$ cat src/verilog/pacr_cfg.svh
// Register offsets, field positions, reset values and timing counts
`ifndef PACR_CFG_SVH
`define PACR_CFG_SVH
// Register offsets
`define PACR_ADDR_IN_LIVE   8'h81
`define PACR_ADDR_LOL_LIVE  8'h82
`define PACR_ADDR_LOS_FLAGS 8'h83
`define PACR_ADDR_LOL_FLAG  8'h84
`define PACR_ADDR_PART_HI   8'h86
`define PACR_ADDR_PART_LO   8'h87
`define PACR_ADDR_RST_CAL   8'h88
`define PACR_ADDR_MON_HI    8'h8A
`define PACR_ADDR_MON_LO    8'h8B
// Field positions
`define PACR_BIT_IN_LOSS    1
`define PACR_BIT_REF_LOSS   0
`define PACR_BIT_LOCK_LOSS  1
`define PACR_BIT_LOL_LIVE   0
`define PACR_BIT_SOFT_RST   7
`define PACR_BIT_CAL        6
`define PACR_BIT_MON_HI     0
`define PACR_BIT_MON_LO     4
// Reset values
`define PACR_RST_LOL_FLAG   8'h02
`define PACR_RST_MON_HI     8'h0F
`define PACR_RST_MON_LO     8'hFF
// Loss-monitor select encodings
`define PACR_MON_OFF        2'h0
`define PACR_MON_SLOW       2'h2
`define PACR_MON_FAST       2'h3
// Timing counts, in clk cycles
`define PACR_SOFT_RST_CYCLES  16
`define PACR_SLOW_LOSS_CYCLES 64
// Management port device address
`define PACR_DEV_ADDR       7'h68
`endif

$ cat src/verilog/pacr_pkg.sv
// Types shared by the register bank and its serial port
package pacr_pkg;
  // One register write from the serial port
  typedef struct packed {
    logic       valid;
    logic [7:0] addr;
    logic [7:0] data;
  } pacr_wr_type;
  // Three alarm sources, also used for masks
  typedef struct packed {
    logic input_loss;
    logic reference_loss;
    logic lock_loss;
  } pacr_alarm_type;
  // Serial port states
  typedef enum logic [3:0] {
    ST_IDLE, ST_ADDR, ST_ADDR_ACK, ST_REG, ST_REG_ACK,
    ST_WDATA, ST_WDATA_ACK, ST_RDATA, ST_RDATA_ACK
  } pacr_i2c_state_type;
endpackage

$ cat src/verilog/pacr_regs.sv
// Alarm, identity, reset/calibrate and loss-monitor register bank
`timescale 1ns/1ps
`default_nettype none
`include "pacr_cfg.svh"
module pacr_regs #(
  parameter logic [11:0] PART_NUMBER      = 12'hA5C, // Arbitrary value
  parameter logic [3:0]  REVISION         = 4'h1,    // Arbitrary value
  parameter int          SOFT_RST_CYCLES  = `PACR_SOFT_RST_CYCLES,
  parameter int          SLOW_LOSS_CYCLES = `PACR_SLOW_LOSS_CYCLES,
  parameter logic [6:0]  DEV_ADDR         = `PACR_DEV_ADDR
) (
  input  wire logic                     clk,
  input  wire logic                     resetn,
  input  wire logic                     scl_in,
  input  wire logic                     sda_in,
  output logic                          sda_out,
  output logic                          sda_oe_n,
  input  wire pacr_pkg::pacr_alarm_type alarm_live_raw,
  input  wire pacr_pkg::pacr_alarm_type alarm_mask,
  input  wire logic                     irq_pin_enable,
  input  wire logic                     cal_sensitive_change,
  output logic                          irq,
  output logic                          clk_out_enable,
  output logic                          internal_reset_n,
  output logic                          self_calibrate_start,
  output logic                          recal_needed,
  output logic                          slow_detector_enable,
  output logic                          fast_detector_enable
);
  import pacr_pkg::*;

  pacr_wr_type    wr;           // Write strobe from port
  logic [7:0]     rd_addr;      // Read pointer from port
  logic [7:0]     rd_data;      // Read mux result
  pacr_alarm_type live_meta;    // First sync stage
  pacr_alarm_type live;         // Synced live alarms
  logic           lol_prev;     // Lock loss, one cycle ago
  logic [15:0]    slow_cnt;     // Slow detector persistence
  logic           in_sticky;    // input_signal_loss_sticky
  logic           ref_sticky;   // reference_signal_loss_sticky
  logic           lol_sticky;   // lock_loss_sticky
  logic           mon_hi;       // Monitor select upper bit
  logic           mon_lo;       // Monitor select lower bit
  logic           cal_pending;  // self_calibrate_trigger readback
  logic [7:0]     soft_cnt;     // Soft reset hold counter
  logic           core_rst_n;   // Pin or soft reset, low active

  // Next flag value: live sets, zero write clears
  function automatic logic sticky_next(input logic flag, input logic set, input logic clr);
    return set | (flag & ~clr);
  endfunction

  // Management port
  pacr_i2c #(
    .DEV_ADDR (DEV_ADDR)
  ) u_port (
    .clk      (clk),
    .rst_n    (core_rst_n),
    .scl_in   (scl_in),
    .sda_in   (sda_in),
    .sda_oe_n (sda_oe_n),
    .wr       (wr),
    .rd_addr  (rd_addr),
    .rd_data  (rd_data)
  );

  // Open-drain data pin only ever pulls low
  assign sda_out = 1'b0;

  // Write decoding
  wire wr_los  = wr.valid && (wr.addr == `PACR_ADDR_LOS_FLAGS);
  wire wr_lol  = wr.valid && (wr.addr == `PACR_ADDR_LOL_FLAG);
  wire wr_rc   = wr.valid && (wr.addr == `PACR_ADDR_RST_CAL);
  wire wr_mhi  = wr.valid && (wr.addr == `PACR_ADDR_MON_HI);
  wire wr_mlo  = wr.valid && (wr.addr == `PACR_ADDR_MON_LO);
  wire soft_wr = wr_rc && wr.data[`PACR_BIT_SOFT_RST];
  wire cal_wr  = wr_rc && wr.data[`PACR_BIT_CAL] && !soft_wr;

  // Zero writes clear flags
  wire clr_in  = wr_los && !wr.data[`PACR_BIT_IN_LOSS];
  wire clr_ref = wr_los && !wr.data[`PACR_BIT_REF_LOSS];
  wire clr_lol = wr_lol && !wr.data[`PACR_BIT_LOCK_LOSS];

  // Monitor mode decode
  wire [1:0] mon_sel = {mon_hi, mon_lo};
  wire mode_slow = (mon_sel == `PACR_MON_SLOW);
  wire mode_fast = (mon_sel == `PACR_MON_FAST);
  wire slow_hit  = (slow_cnt == 16'(SLOW_LOSS_CYCLES));
  // Slow path waits for persistence; off masks it
  wire in_loss_eff = (mode_fast && live.input_loss) ||
                     (mode_slow && live.input_loss && slow_hit);
  wire lol_fall  = lol_prev && !live.lock_loss;
  wire irq_cause = irq_pin_enable &&
                   ((in_sticky && !alarm_mask.input_loss) ||
                    (ref_sticky && !alarm_mask.reference_loss) ||
                    (lol_sticky && !alarm_mask.lock_loss));

  assign slow_detector_enable = mode_slow;
  assign fast_detector_enable = mode_fast;
  assign internal_reset_n     = core_rst_n;
  assign core_rst_n           = resetn && (soft_cnt == 8'h00);

  // Read mux; reserved bits read zero or fixed pattern
  assign rd_data =
    (rd_addr == `PACR_ADDR_IN_LIVE)   ? {6'h00, live.input_loss, live.reference_loss} :
    (rd_addr == `PACR_ADDR_LOL_LIVE)  ? {7'h00, live.lock_loss} :
    (rd_addr == `PACR_ADDR_LOS_FLAGS) ? {6'h00, in_sticky, ref_sticky} :
    (rd_addr == `PACR_ADDR_LOL_FLAG)  ? {6'h00, lol_sticky, 1'b0} :
    (rd_addr == `PACR_ADDR_PART_HI)   ? PART_NUMBER[11:4] :
    (rd_addr == `PACR_ADDR_PART_LO)   ? {PART_NUMBER[3:0], REVISION} :
    (rd_addr == `PACR_ADDR_RST_CAL)   ? {1'b0, cal_pending, 6'h00} :
    (rd_addr == `PACR_ADDR_MON_HI)    ? ((`PACR_RST_MON_HI & 8'hFE) | {7'h00, mon_hi}) :
    (rd_addr == `PACR_ADDR_MON_LO)    ? ((`PACR_RST_MON_LO & 8'hEF) | {3'h0, mon_lo, 4'h0}) :
    8'h00;

  // Soft reset hold counter, pin reset only
  always_ff @(posedge clk) begin
    if (!resetn) soft_cnt <= 8'h00;
    else if (soft_wr) soft_cnt <= 8'(SOFT_RST_CYCLES);
    else if (soft_cnt != 8'h00) soft_cnt <= soft_cnt - 8'h01;
  end

  // Clock outputs stopped during any reset
  always_ff @(posedge clk) begin
    if (!core_rst_n) clk_out_enable <= 1'b0;
    else clk_out_enable <= 1'b1;
  end

  // Live alarm synchronisers
  always_ff @(posedge clk) begin
    if (!core_rst_n) begin
      live_meta <= '0;
      live      <= '0;
      lol_prev  <= 1'b0;
    end else begin
      live_meta <= alarm_live_raw;
      live      <= live_meta;
      lol_prev  <= live.lock_loss;
    end
  end

  // Slow detector persistence counter
  always_ff @(posedge clk) begin
    if (!core_rst_n || !live.input_loss) slow_cnt <= 16'h0000;
    else if (!slow_hit) slow_cnt <= slow_cnt + 16'h0001;
  end

  // Sticky alarm flags, set wins over clear
  always_ff @(posedge clk) begin
    if (!core_rst_n) begin
      in_sticky  <= 1'b0;
      ref_sticky <= 1'b0;
      lol_sticky <= 1'(`PACR_RST_LOL_FLAG >> `PACR_BIT_LOCK_LOSS);
    end else begin
      in_sticky  <= sticky_next(in_sticky, in_loss_eff, clr_in);
      ref_sticky <= sticky_next(ref_sticky, live.reference_loss, clr_ref);
      lol_sticky <= sticky_next(lol_sticky, live.lock_loss, clr_lol);
    end
  end

  // Interrupt output
  always_ff @(posedge clk) begin
    if (!core_rst_n) irq <= 1'b0;
    else irq <= irq_cause;
  end

  // Loss-monitor select bits
  always_ff @(posedge clk) begin
    if (!core_rst_n) begin
      mon_hi <= 1'(`PACR_RST_MON_HI >> `PACR_BIT_MON_HI);
      mon_lo <= 1'(`PACR_RST_MON_LO >> `PACR_BIT_MON_LO);
    end else begin
      if (wr_mhi) mon_hi <= wr.data[`PACR_BIT_MON_HI];
      if (wr_mlo) mon_lo <= wr.data[`PACR_BIT_MON_LO];
    end
  end

  // Calibration trigger and completion
  always_ff @(posedge clk) begin
    if (!core_rst_n) begin
      self_calibrate_start <= 1'b0;
      cal_pending          <= 1'b0;
    end else begin
      self_calibrate_start <= cal_wr;
      if (cal_wr) cal_pending <= 1'b1;
      else if (lol_fall) cal_pending <= 1'b0;
    end
  end

  // Recalibration reminder, change wins over trigger
  always_ff @(posedge clk) begin
    if (!core_rst_n) recal_needed <= 1'b0;
    else if (cal_sensitive_change) recal_needed <= 1'b1;
    else if (cal_wr) recal_needed <= 1'b0;
  end
endmodule
`default_nettype wire

$ cat src/verilog/pacr_i2c.sv
// Two-wire management port slave with auto-incrementing register pointer
`timescale 1ns/1ps
`default_nettype none
`include "pacr_cfg.svh"
module pacr_i2c #(
  parameter logic [6:0] DEV_ADDR = `PACR_DEV_ADDR
) (
  input  wire logic                 clk,
  input  wire logic                 rst_n,
  input  wire logic                 scl_in,
  input  wire logic                 sda_in,
  output logic                      sda_oe_n,
  output pacr_pkg::pacr_wr_type     wr,
  output logic [7:0]                rd_addr,
  input  wire logic [7:0]           rd_data
);
  import pacr_pkg::*;

  logic [1:0]         scl_sy;   // Pin synchronisers
  logic [1:0]         sda_sy;
  logic               scl_d;    // Previous synced levels
  logic               sda_d;
  pacr_i2c_state_type state;
  logic [3:0]         cnt;      // Bit counter
  logic [7:0]         shift;    // Receive shifter
  logic [7:0]         tx;       // Transmit byte
  logic               rw;       // Read direction
  logic               mack;     // Master acked last byte
  logic               drive_low;

  wire scl   = scl_sy[1];
  wire sda   = sda_sy[1];
  wire start = scl & scl_d & sda_d & ~sda;
  wire stop  = scl & scl_d & ~sda_d & sda;
  wire rise  = scl & ~scl_d;
  wire fall  = ~scl & scl_d;
  wire full  = (cnt == 4'h8);

  assign sda_oe_n = ~drive_low;
  assign rd_addr  = wr.addr;

  // Two-stage synchronisers and edge history
  always_ff @(posedge clk) begin
    if (!rst_n) begin
      scl_sy <= 2'h3;
      sda_sy <= 2'h3;
      scl_d  <= 1'b1;
      sda_d  <= 1'b1;
    end else begin
      scl_sy <= {scl_sy[0], scl_in};
      sda_sy <= {sda_sy[0], sda_in};
      scl_d  <= scl;
      sda_d  <= sda;
    end
  end

  // Byte protocol; pointer held in wr.addr
  always_ff @(posedge clk) begin
    if (!rst_n) begin
      state <= ST_IDLE;
      cnt <= 4'h0;
      shift <= 8'h00;
      tx <= 8'h00;
      rw <= 1'b0;
      mack <= 1'b0;
      drive_low <= 1'b0;
      wr <= '0;
    end else begin
      wr.valid <= 1'b0;
      if (start) begin
        state <= ST_ADDR;
        cnt <= 4'h0;
        drive_low <= 1'b0;
      end else if (stop) begin
        state <= ST_IDLE;
        drive_low <= 1'b0;
      end else if (rise) begin
        // Sample on rising clock
        if (state == ST_RDATA_ACK) mack <= ~sda;
        shift <= {shift[6:0], sda};
        cnt <= cnt + 4'h1;
      end else if (fall) begin
        case (state)
          ST_ADDR: if (full) begin
            // Answer only our own address
            if (shift[7:1] == DEV_ADDR) begin
              drive_low <= 1'b1;
              rw <= shift[0];
              state <= ST_ADDR_ACK;
            end else state <= ST_IDLE;
          end
          ST_ADDR_ACK: begin
            cnt <= 4'h0;
            if (rw) begin
              tx <= rd_data;
              drive_low <= ~rd_data[7];
              wr.addr <= wr.addr + 8'h01;
              state <= ST_RDATA;
            end else begin
              drive_low <= 1'b0;
              state <= ST_REG;
            end
          end
          ST_REG: if (full) begin
            drive_low <= 1'b1;
            wr.addr <= shift;
            state <= ST_REG_ACK;
          end
          ST_WDATA: if (full) begin
            drive_low <= 1'b1;
            wr.valid <= 1'b1;
            wr.data <= shift;
            state <= ST_WDATA_ACK;
          end
          ST_REG_ACK, ST_WDATA_ACK: begin
            drive_low <= 1'b0;
            cnt <= 4'h0;
            if (state == ST_WDATA_ACK) wr.addr <= wr.addr + 8'h01;
            state <= ST_WDATA;
          end
          ST_RDATA: begin
            if (full) begin
              drive_low <= 1'b0;
              state <= ST_RDATA_ACK;
            end else drive_low <= ~tx[3'(4'h7 - cnt)];
          end
          ST_RDATA_ACK: begin
            cnt <= 4'h0;
            if (mack) begin
              tx <= rd_data;
              drive_low <= ~rd_data[7];
              wr.addr <= wr.addr + 8'h01;
              state <= ST_RDATA;
            end else state <= ST_IDLE;
          end
          default: drive_low <= 1'b0;
        endcase
      end
    end
  end
endmodule
`default_nettype wire

$ cat config.mk
export PLATFORM = sky130hd
export DESIGN_NAME = pacr_regs
export DESIGN_NICKNAME = d
export VERILOG_FILES = /design/src/verilog/pacr_pkg.sv /design/src/verilog/pacr_regs.sv /design/src/verilog/pacr_i2c.sv
export VERILOG_INCLUDE_DIRS = /design/src /design/src/verilog
export SDC_FILE = /design/constraint.sdc
export NUM_CORES = 1
export LEC_CHECK = 0
export ABC_AREA = 1
export BUFFER_PORTS_ARGS = -buffer_cell sky130_fd_sc_hd__clkbuf_2
export CORE_ASPECT_RATIO = 1.1
export CORE_MARGIN = 3
export CORE_UTILIZATION = 55
export DETAILED_ROUTE_END_ITERATION = 10
export GPL_TIMING_DRIVEN = 0
export PLACE_DENSITY_LB_ADDON = 0.1
export SLEW_MARGIN = 20
export SYNTH_ARGS = -nofsm -noshare
export SYNTH_HDL_FRONTEND = slang
export SYNTH_SLANG_ARGS = --single-unit
$ cat constraint.sdc
create_clock -name clk -period 2.13 [get_ports clk]
set_input_delay 0 -clock clk [delete_from_list [all_inputs] [get_ports clk]]
set_output_delay 0 -clock clk [all_outputs]
set_load 0.01 [all_outputs]
# [Word-level counts from Yosys, hierarchy flattened]
# Cells that the tools add are included.
[word_totals] register_bits=91 latchBits=0 ram_bits=0 mem_bits_ro=0 input_bits=12 out_inout_bits=9 word_cells=218 memories=0
[op_classes] addsub=5 mul=0 div=0 magnitude_cmp=1 eq_ne=36 shifts=0 n_mux=49 bitwise=30 n_reduce_logical=62
[ops] operator="8-bit two-way mux" n=15
[ops] operator="8-bit == test (second input constant)" n=9
[ops] operator="8-bit one-hot mux with 4 select lines" n=1
[ops] operator="4-bit two-way mux" n=7
[ops] operator="4-bit one-hot mux with 7 select lines" n=1
[ops] operator="7-bit AND reduction" n=4
[ops] operator="1-bit logical AND" n=20
[ops] operator="2-bit by 1-bit inequality test with 1-bit output (second input constant)" n=9
[ops] operator="1-bit two-way mux" n=17
[ops] operator="1-bit inverter" n=17
[ops] operator="16-bit by 1-bit adder with 16-bit output (second input constant)" n=1
[ops] operator="16-bit by 7-bit == test with 1-bit output (second input constant)" n=1
[ops] operator="4-bit by 3-bit == test with 1-bit output (second input constant)" n=4
[ops] operator="4-bit by 1-bit inequality test with 1-bit output (second input constant)" n=4
[ops] operator="8-bit one-hot mux with 2 select lines" n=1
[ops] operator="6-bit AND reduction" n=2
[ops] operator="2-bit nonzero test" n=6
[ops] operator="1-bit AND" n=10
[ops] operator="5-bit two-way mux" n=2
[ops] operator="1-bit zero test" n=9
[ops] operator="9-bit AND reduction" n=1
[ops] operator="9-bit nonzero test" n=1
[ops] operator="8-bit by 1-bit adder with 8-bit output (second input constant)" n=1
[ops] operator="4-bit by 2-bit == test with 1-bit output (second input constant)" n=2
[ops] operator="other kinds (26)" n=38

# [Logic depth before layout (Yosys ltp)]
[depth] word_depth=13 mapped_depth=13 mapped_depth_nobuf=13

# [Hierarchy]
# Synthesis repeated with hierarchy kept, for this count alone.
[hier_totals] hier_cells=711 hier_area_um2=4823.4
[by_module_without_submodules] mod="pacr_i2c" n_inst=1 cells_each=373 area_per_inst_um2=2596.2 seq_area_each_um2=1001.0
[by_module_without_submodules] mod="pacr_regs" n_inst=1 cells_each=338 area_per_inst_um2=2227.1 seq_area_each_um2=820.8

# [Worst setup path after synthesis]
# Ideal clock, no wire load.
[synth_timing] path_kind="register to register" start="reg u_port.scl_d" end="reg u_port.rd_addr[0] (netlist name)" setup_ns=0.117 arrival_ns=1.568 required_time_ns=2.013 path_slack_ns=0.445 path_stages_with_launch=11 path_buffers=1 synth_period_minus_slack_ns=1.685 cell_sequence="dfxtp_1 inv_1 ha_1 inv_1 nand2_1 o21bai_1 nor2_1 nand2_1 buf_6 a211oi_2 nor2_1"
[synth_via] elab_chain_cells=5 elab_cells_between_ends=12 classes_between="bitwise: 11; reduce/logical: 1"
[synth_lines] item="start, declared" line="pacr_i2c.sv:21" source="logic scl_d;"
[synth_lines] item="start signal, assigned" line="pacr_i2c.sv:52" source="scl_d <= scl;"
[synth_lines] item="1-bit AND" line="pacr_i2c.sv:33, pacr_i2c.sv:34"
[synth_lines] item="1-bit AND (on tied branches) (2 in series)" line="pacr_i2c.sv:33, pacr_i2c.sv:34"
[synth_lines] item="1-bit inverter (no line)"
[synth_lines] item="9-bit AND reduction (no line) (*)"
# Mark *: on every way between the ends. The rest lies on a longest branch, timed or not.
# A chain may end at the register's enable or synchronous reset.

# [Final worst setup path]
[layout_timing] start="reg soft_cnt[0]" end="out internal_reset_n"
[layout_via] elab_chain_cells=2
[layout_lines] item="start, declared" line="pacr_regs.sv:45" source="logic [7:0] soft_cnt;"
[layout_lines] item="start signal, assigned" line="pacr_regs.sv:119" source="else if (soft_wr) soft_cnt <= 8'(SOFT_RST_CYCLES);"
[layout_lines] item="start signal, assigned" line="pacr_regs.sv:120" source="else if (soft_cnt != 8'h00) soft_cnt <= soft_cnt - 8'h01;"
[layout_lines] item="8-bit zero test" line="pacr_regs.sv:101" source="assign core_rst_n = resetn && (soft_cnt == 8'h00);"
[layout_lines] item="1-bit logical AND" line="pacr_regs.sv:101"
[layout_lines] item="end, declared" line="pacr_regs.sv:24" source="output logic internal_reset_n,"
# No other way between the ends.

==> metrics.txt <==
async set-reset flop share out of synthesis 0%; IO Count 21; Pwr per Cell Area 757 nW/µm²; Clock power frac a little over a third; worst path required time 2.13 ns; final setup fails 0; Hold Violations, Final 0; RR Endpoint u_port.rd_addr[0]; worst skew pair latency 0.35 ns; FF-to-FF path depth 10; crit end category primary output; Power Total 3.74 mW; total congestion overflow 0; GPL Wtd Cong about 0.86; sequential area share after synthesis about two fifths; fin cells 746; Vias/cell 5.29; sequential share of power 47.7%; post-CTS setup buffers 0; antenna cell count 0; HP Class input port to flop; Slew HR between 60% and 70%; FP Rows 33; syn nets 621; HPWL Detailed 7080 µm; initial antenna violation count 0; drt initial violations 223; area leader, netlist dfxtp_1; die area 9060 µm²; synth unique cells 47; Layout Skew a little over 0.009 ns; Max Clk Rate 511 MHz; CTS tree yes; Placed Area approximately 4600 µm²; share of cells above drive strength 1 approximately an eighth; Final ANT Viol Nets 0; most frequent cell after synthesis nand2_1; Seq cells post-synth between 80 and 90; core area roughly 7600 µm²; Sw Share 27.2%; Clock Sinks 88; Yosys top cell area share 40.3%; Internal Pwr Total 2.72 mW; Total GRT Usage 21.9%; post-route clock period utilization 91.9%; Critical Path Start Type flop; vias 3950; final design area excluding fillers 4940 µm²; Synth top cells by count nand2_1, dfxtp_1, inv_1; Initial DRT Pass Iterations 4; maximum buffer depth of the clock tree 2; # port buffers 19; CP peak stage delay 0.32 ns; largest net degree at the start of global routing 15; logic gate share of total power 17.5%; PnR worst setup slack 0.173 ns; vias in the first global route 3724; Layout Nets 661; first-pass GRT wire length between 15000 and 20000 µm; Layout Utilization 65.0%; top post-synthesis cells by area dfxtp_1, nand2_1, inv_1, a21oi_1, nor2_1; maxcap violations 0; syn_area_per_cell 7.34 µm²; crit path DAT 1.96 ns; Peak VDD IR 0.489 mV; Leakage Power about 2.0 nW; WHS Path Cells 3; predominant post-synthesis flop cell dfxtp_1; Post-Synthesis Cells 596; Setup CP Type flop to primary output; crit-path cells inv_1 > ha_1 > nor3b_2 > nand2_2 > nor2_4 > buf_4 > buf_6 > clkbuf_2; initial core utilization 57.6%; worst path bufs/invs 4; Layout Area Growth over Synthesis 12.9%; Ys Warns 0; final WL roughly 9400 µm; RR Startpoint u_port.scl_d; H-tree depth 3; Placed Cells 720; status finished, final reports clean; Net Sw Power 1.02 mW; Mapped Area 4370 µm²; hold path startpoint alarm_mask[1]; CP top delay family buffers and inverters; hold worst-path end irq; setup slack at placement around 0.22 ns; die extent in y 99.5 µm; WL per Instance 12.6 µm; highest-delay cell along the critical path dfxtp_1; number of flops mapped to enable cells by yosys 0; RSZ-0062 raised after global routing true; Clock Pin Slew Worst Setup and Hold Paths 0.08 ns; FF-to-FF setup slack 0.19 ns; actual slew at the worst max-slew pin 0.495 ns; CP max FO 11; Die X-Extent 91.0 µm; Remaining DRCs 0; Num CTS Buffers 9; CTS Root Cell clkbuf_8; Final Slew Violations 0; min Tclk post-route 1.96 ns
[cells in the final DEF, fill, tap and decap left out, types with 2 or more instances in the layout]
master	instances
a211oi_2	3
buf_2	3
nand2_1	94
bufinv_16	2
inv_1	87
buf_4	2
ha_1	13
nor3_2	2
buf_6	4
o211ai_1	3
nor2_4	5
nor4_1	3
clkbuf_8	11
nor3_1	11
xor2_1	3
a211oi_1	3
nand2_2	6
nor2_1	60
dfxtp_1	88
o21bai_1	2
nand4_1	8
o21ai_1	5
a21oi_1	65
a31oi_1	3
clkbuf_2	19
inv_2	4
nor2_2	5
o21ai_0	40
or2_2	9
o31ai_1	2
nand3_1	38
o22ai_1	4
o21a_1	2
dlygate4sd3_1	10
xnor2_1	3
[through the flow]
step	setup TNS (ns)	hold WS, ns
2_1_floorplan	0	0.107
6_report	0	0.0366
4_1_cts	0	0.0243
5_1_grt	-0.202	0.0461
3_3_place_gp	0	0.188
3_5_place_dp	0	0.191
[sequential cells by signal (all words and copies together), names as in the netlist, 2 cells and up]
register / cells
u_port.wr: 6
u_port.cnt: 4
u_port.rd_addr: 8
soft_cnt: 8
u_port.tx: 8
u_port.sda_sy: 2
u_port.scl_sy: 2
live_meta: 3
slow_cnt: 16
u_port.shift: 8
u_port.state: 4
live: 3
[worst reg2reg max path, delay by kind of cell, from the launching register on]
kind | cells | cell delay [ns]
AO/OA/AOI/OAI | 2 | 0.30
adder cells (fa/ha/maj) | 1 | 0.26
buffers and inverters | 3 | 0.38
flip-flops | 1 | 0.37
AND/OR/NAND/NOR | 4 | 0.57
[power by group through the flow]
stage               Clock [mW]  Combinational (mW)  Sequential [mW]
global placement             0               0.620             1.82
floorplan                    0               0.476             1.82
finish                    1.30               0.656             1.78
global route              1.39               0.739             1.79
detailed placement           0               0.638             1.82
CTS                       1.33               0.656             1.78
[metal layers]
metal  global-route usage, %  part of all wire (%)  up-vias
met5                       0                     0        -
met4                    7.77                   1.4        0
met3                    4.54                   3.8       12
met2                    37.6                    48       92
met1                    27.2                    47     1808
li1                        -                     -     2038
[area by class of cell]
class                   count  area [µm²]
well taps                 105         131
clock buffers              12         155
inverters                  93         352
multi-input cells         405        2190
plain buffers              10        78.8
flip-flops and latches     88        1760
clock inverters             4        76.3
repair buffers             29         195
fillers                   708        2660
[worst max path at each step]
stage / start / end / depth (start not counted)
after floorplan: u_port.scl_d / u_port.rd_addr[0] / 10
after global placement: u_port.cnt[0] / u_port.wr[1] / 8
after detailed placement: u_port.cnt[0] / u_port.wr[7] / 8
after CTS: soft_cnt[0] / internal_reset_n / 8
after global routing: u_port.scl_d / u_port.rd_addr[0] / 10
final: soft_cnt[0] / internal_reset_n / 8
[cells by family after synthesis]
group	Yosys count	synth area share, %
flops	88	40.3
other cells	1	0.0858
simple gates	248	26.8
buf+inv	103	9.84
xor+xnor	6	1.20
fa+ha+maj	13	3.72
compound gates	137	18.1
[timing repair]
item                                    CTS  global route
resized for setup                         0             1
endpoints found under the hold margin    11             0
endpoints found under the setup margin    0            10
hold buffers                             10             0
No activity file was read; power rests on OpenSTA's default activity.
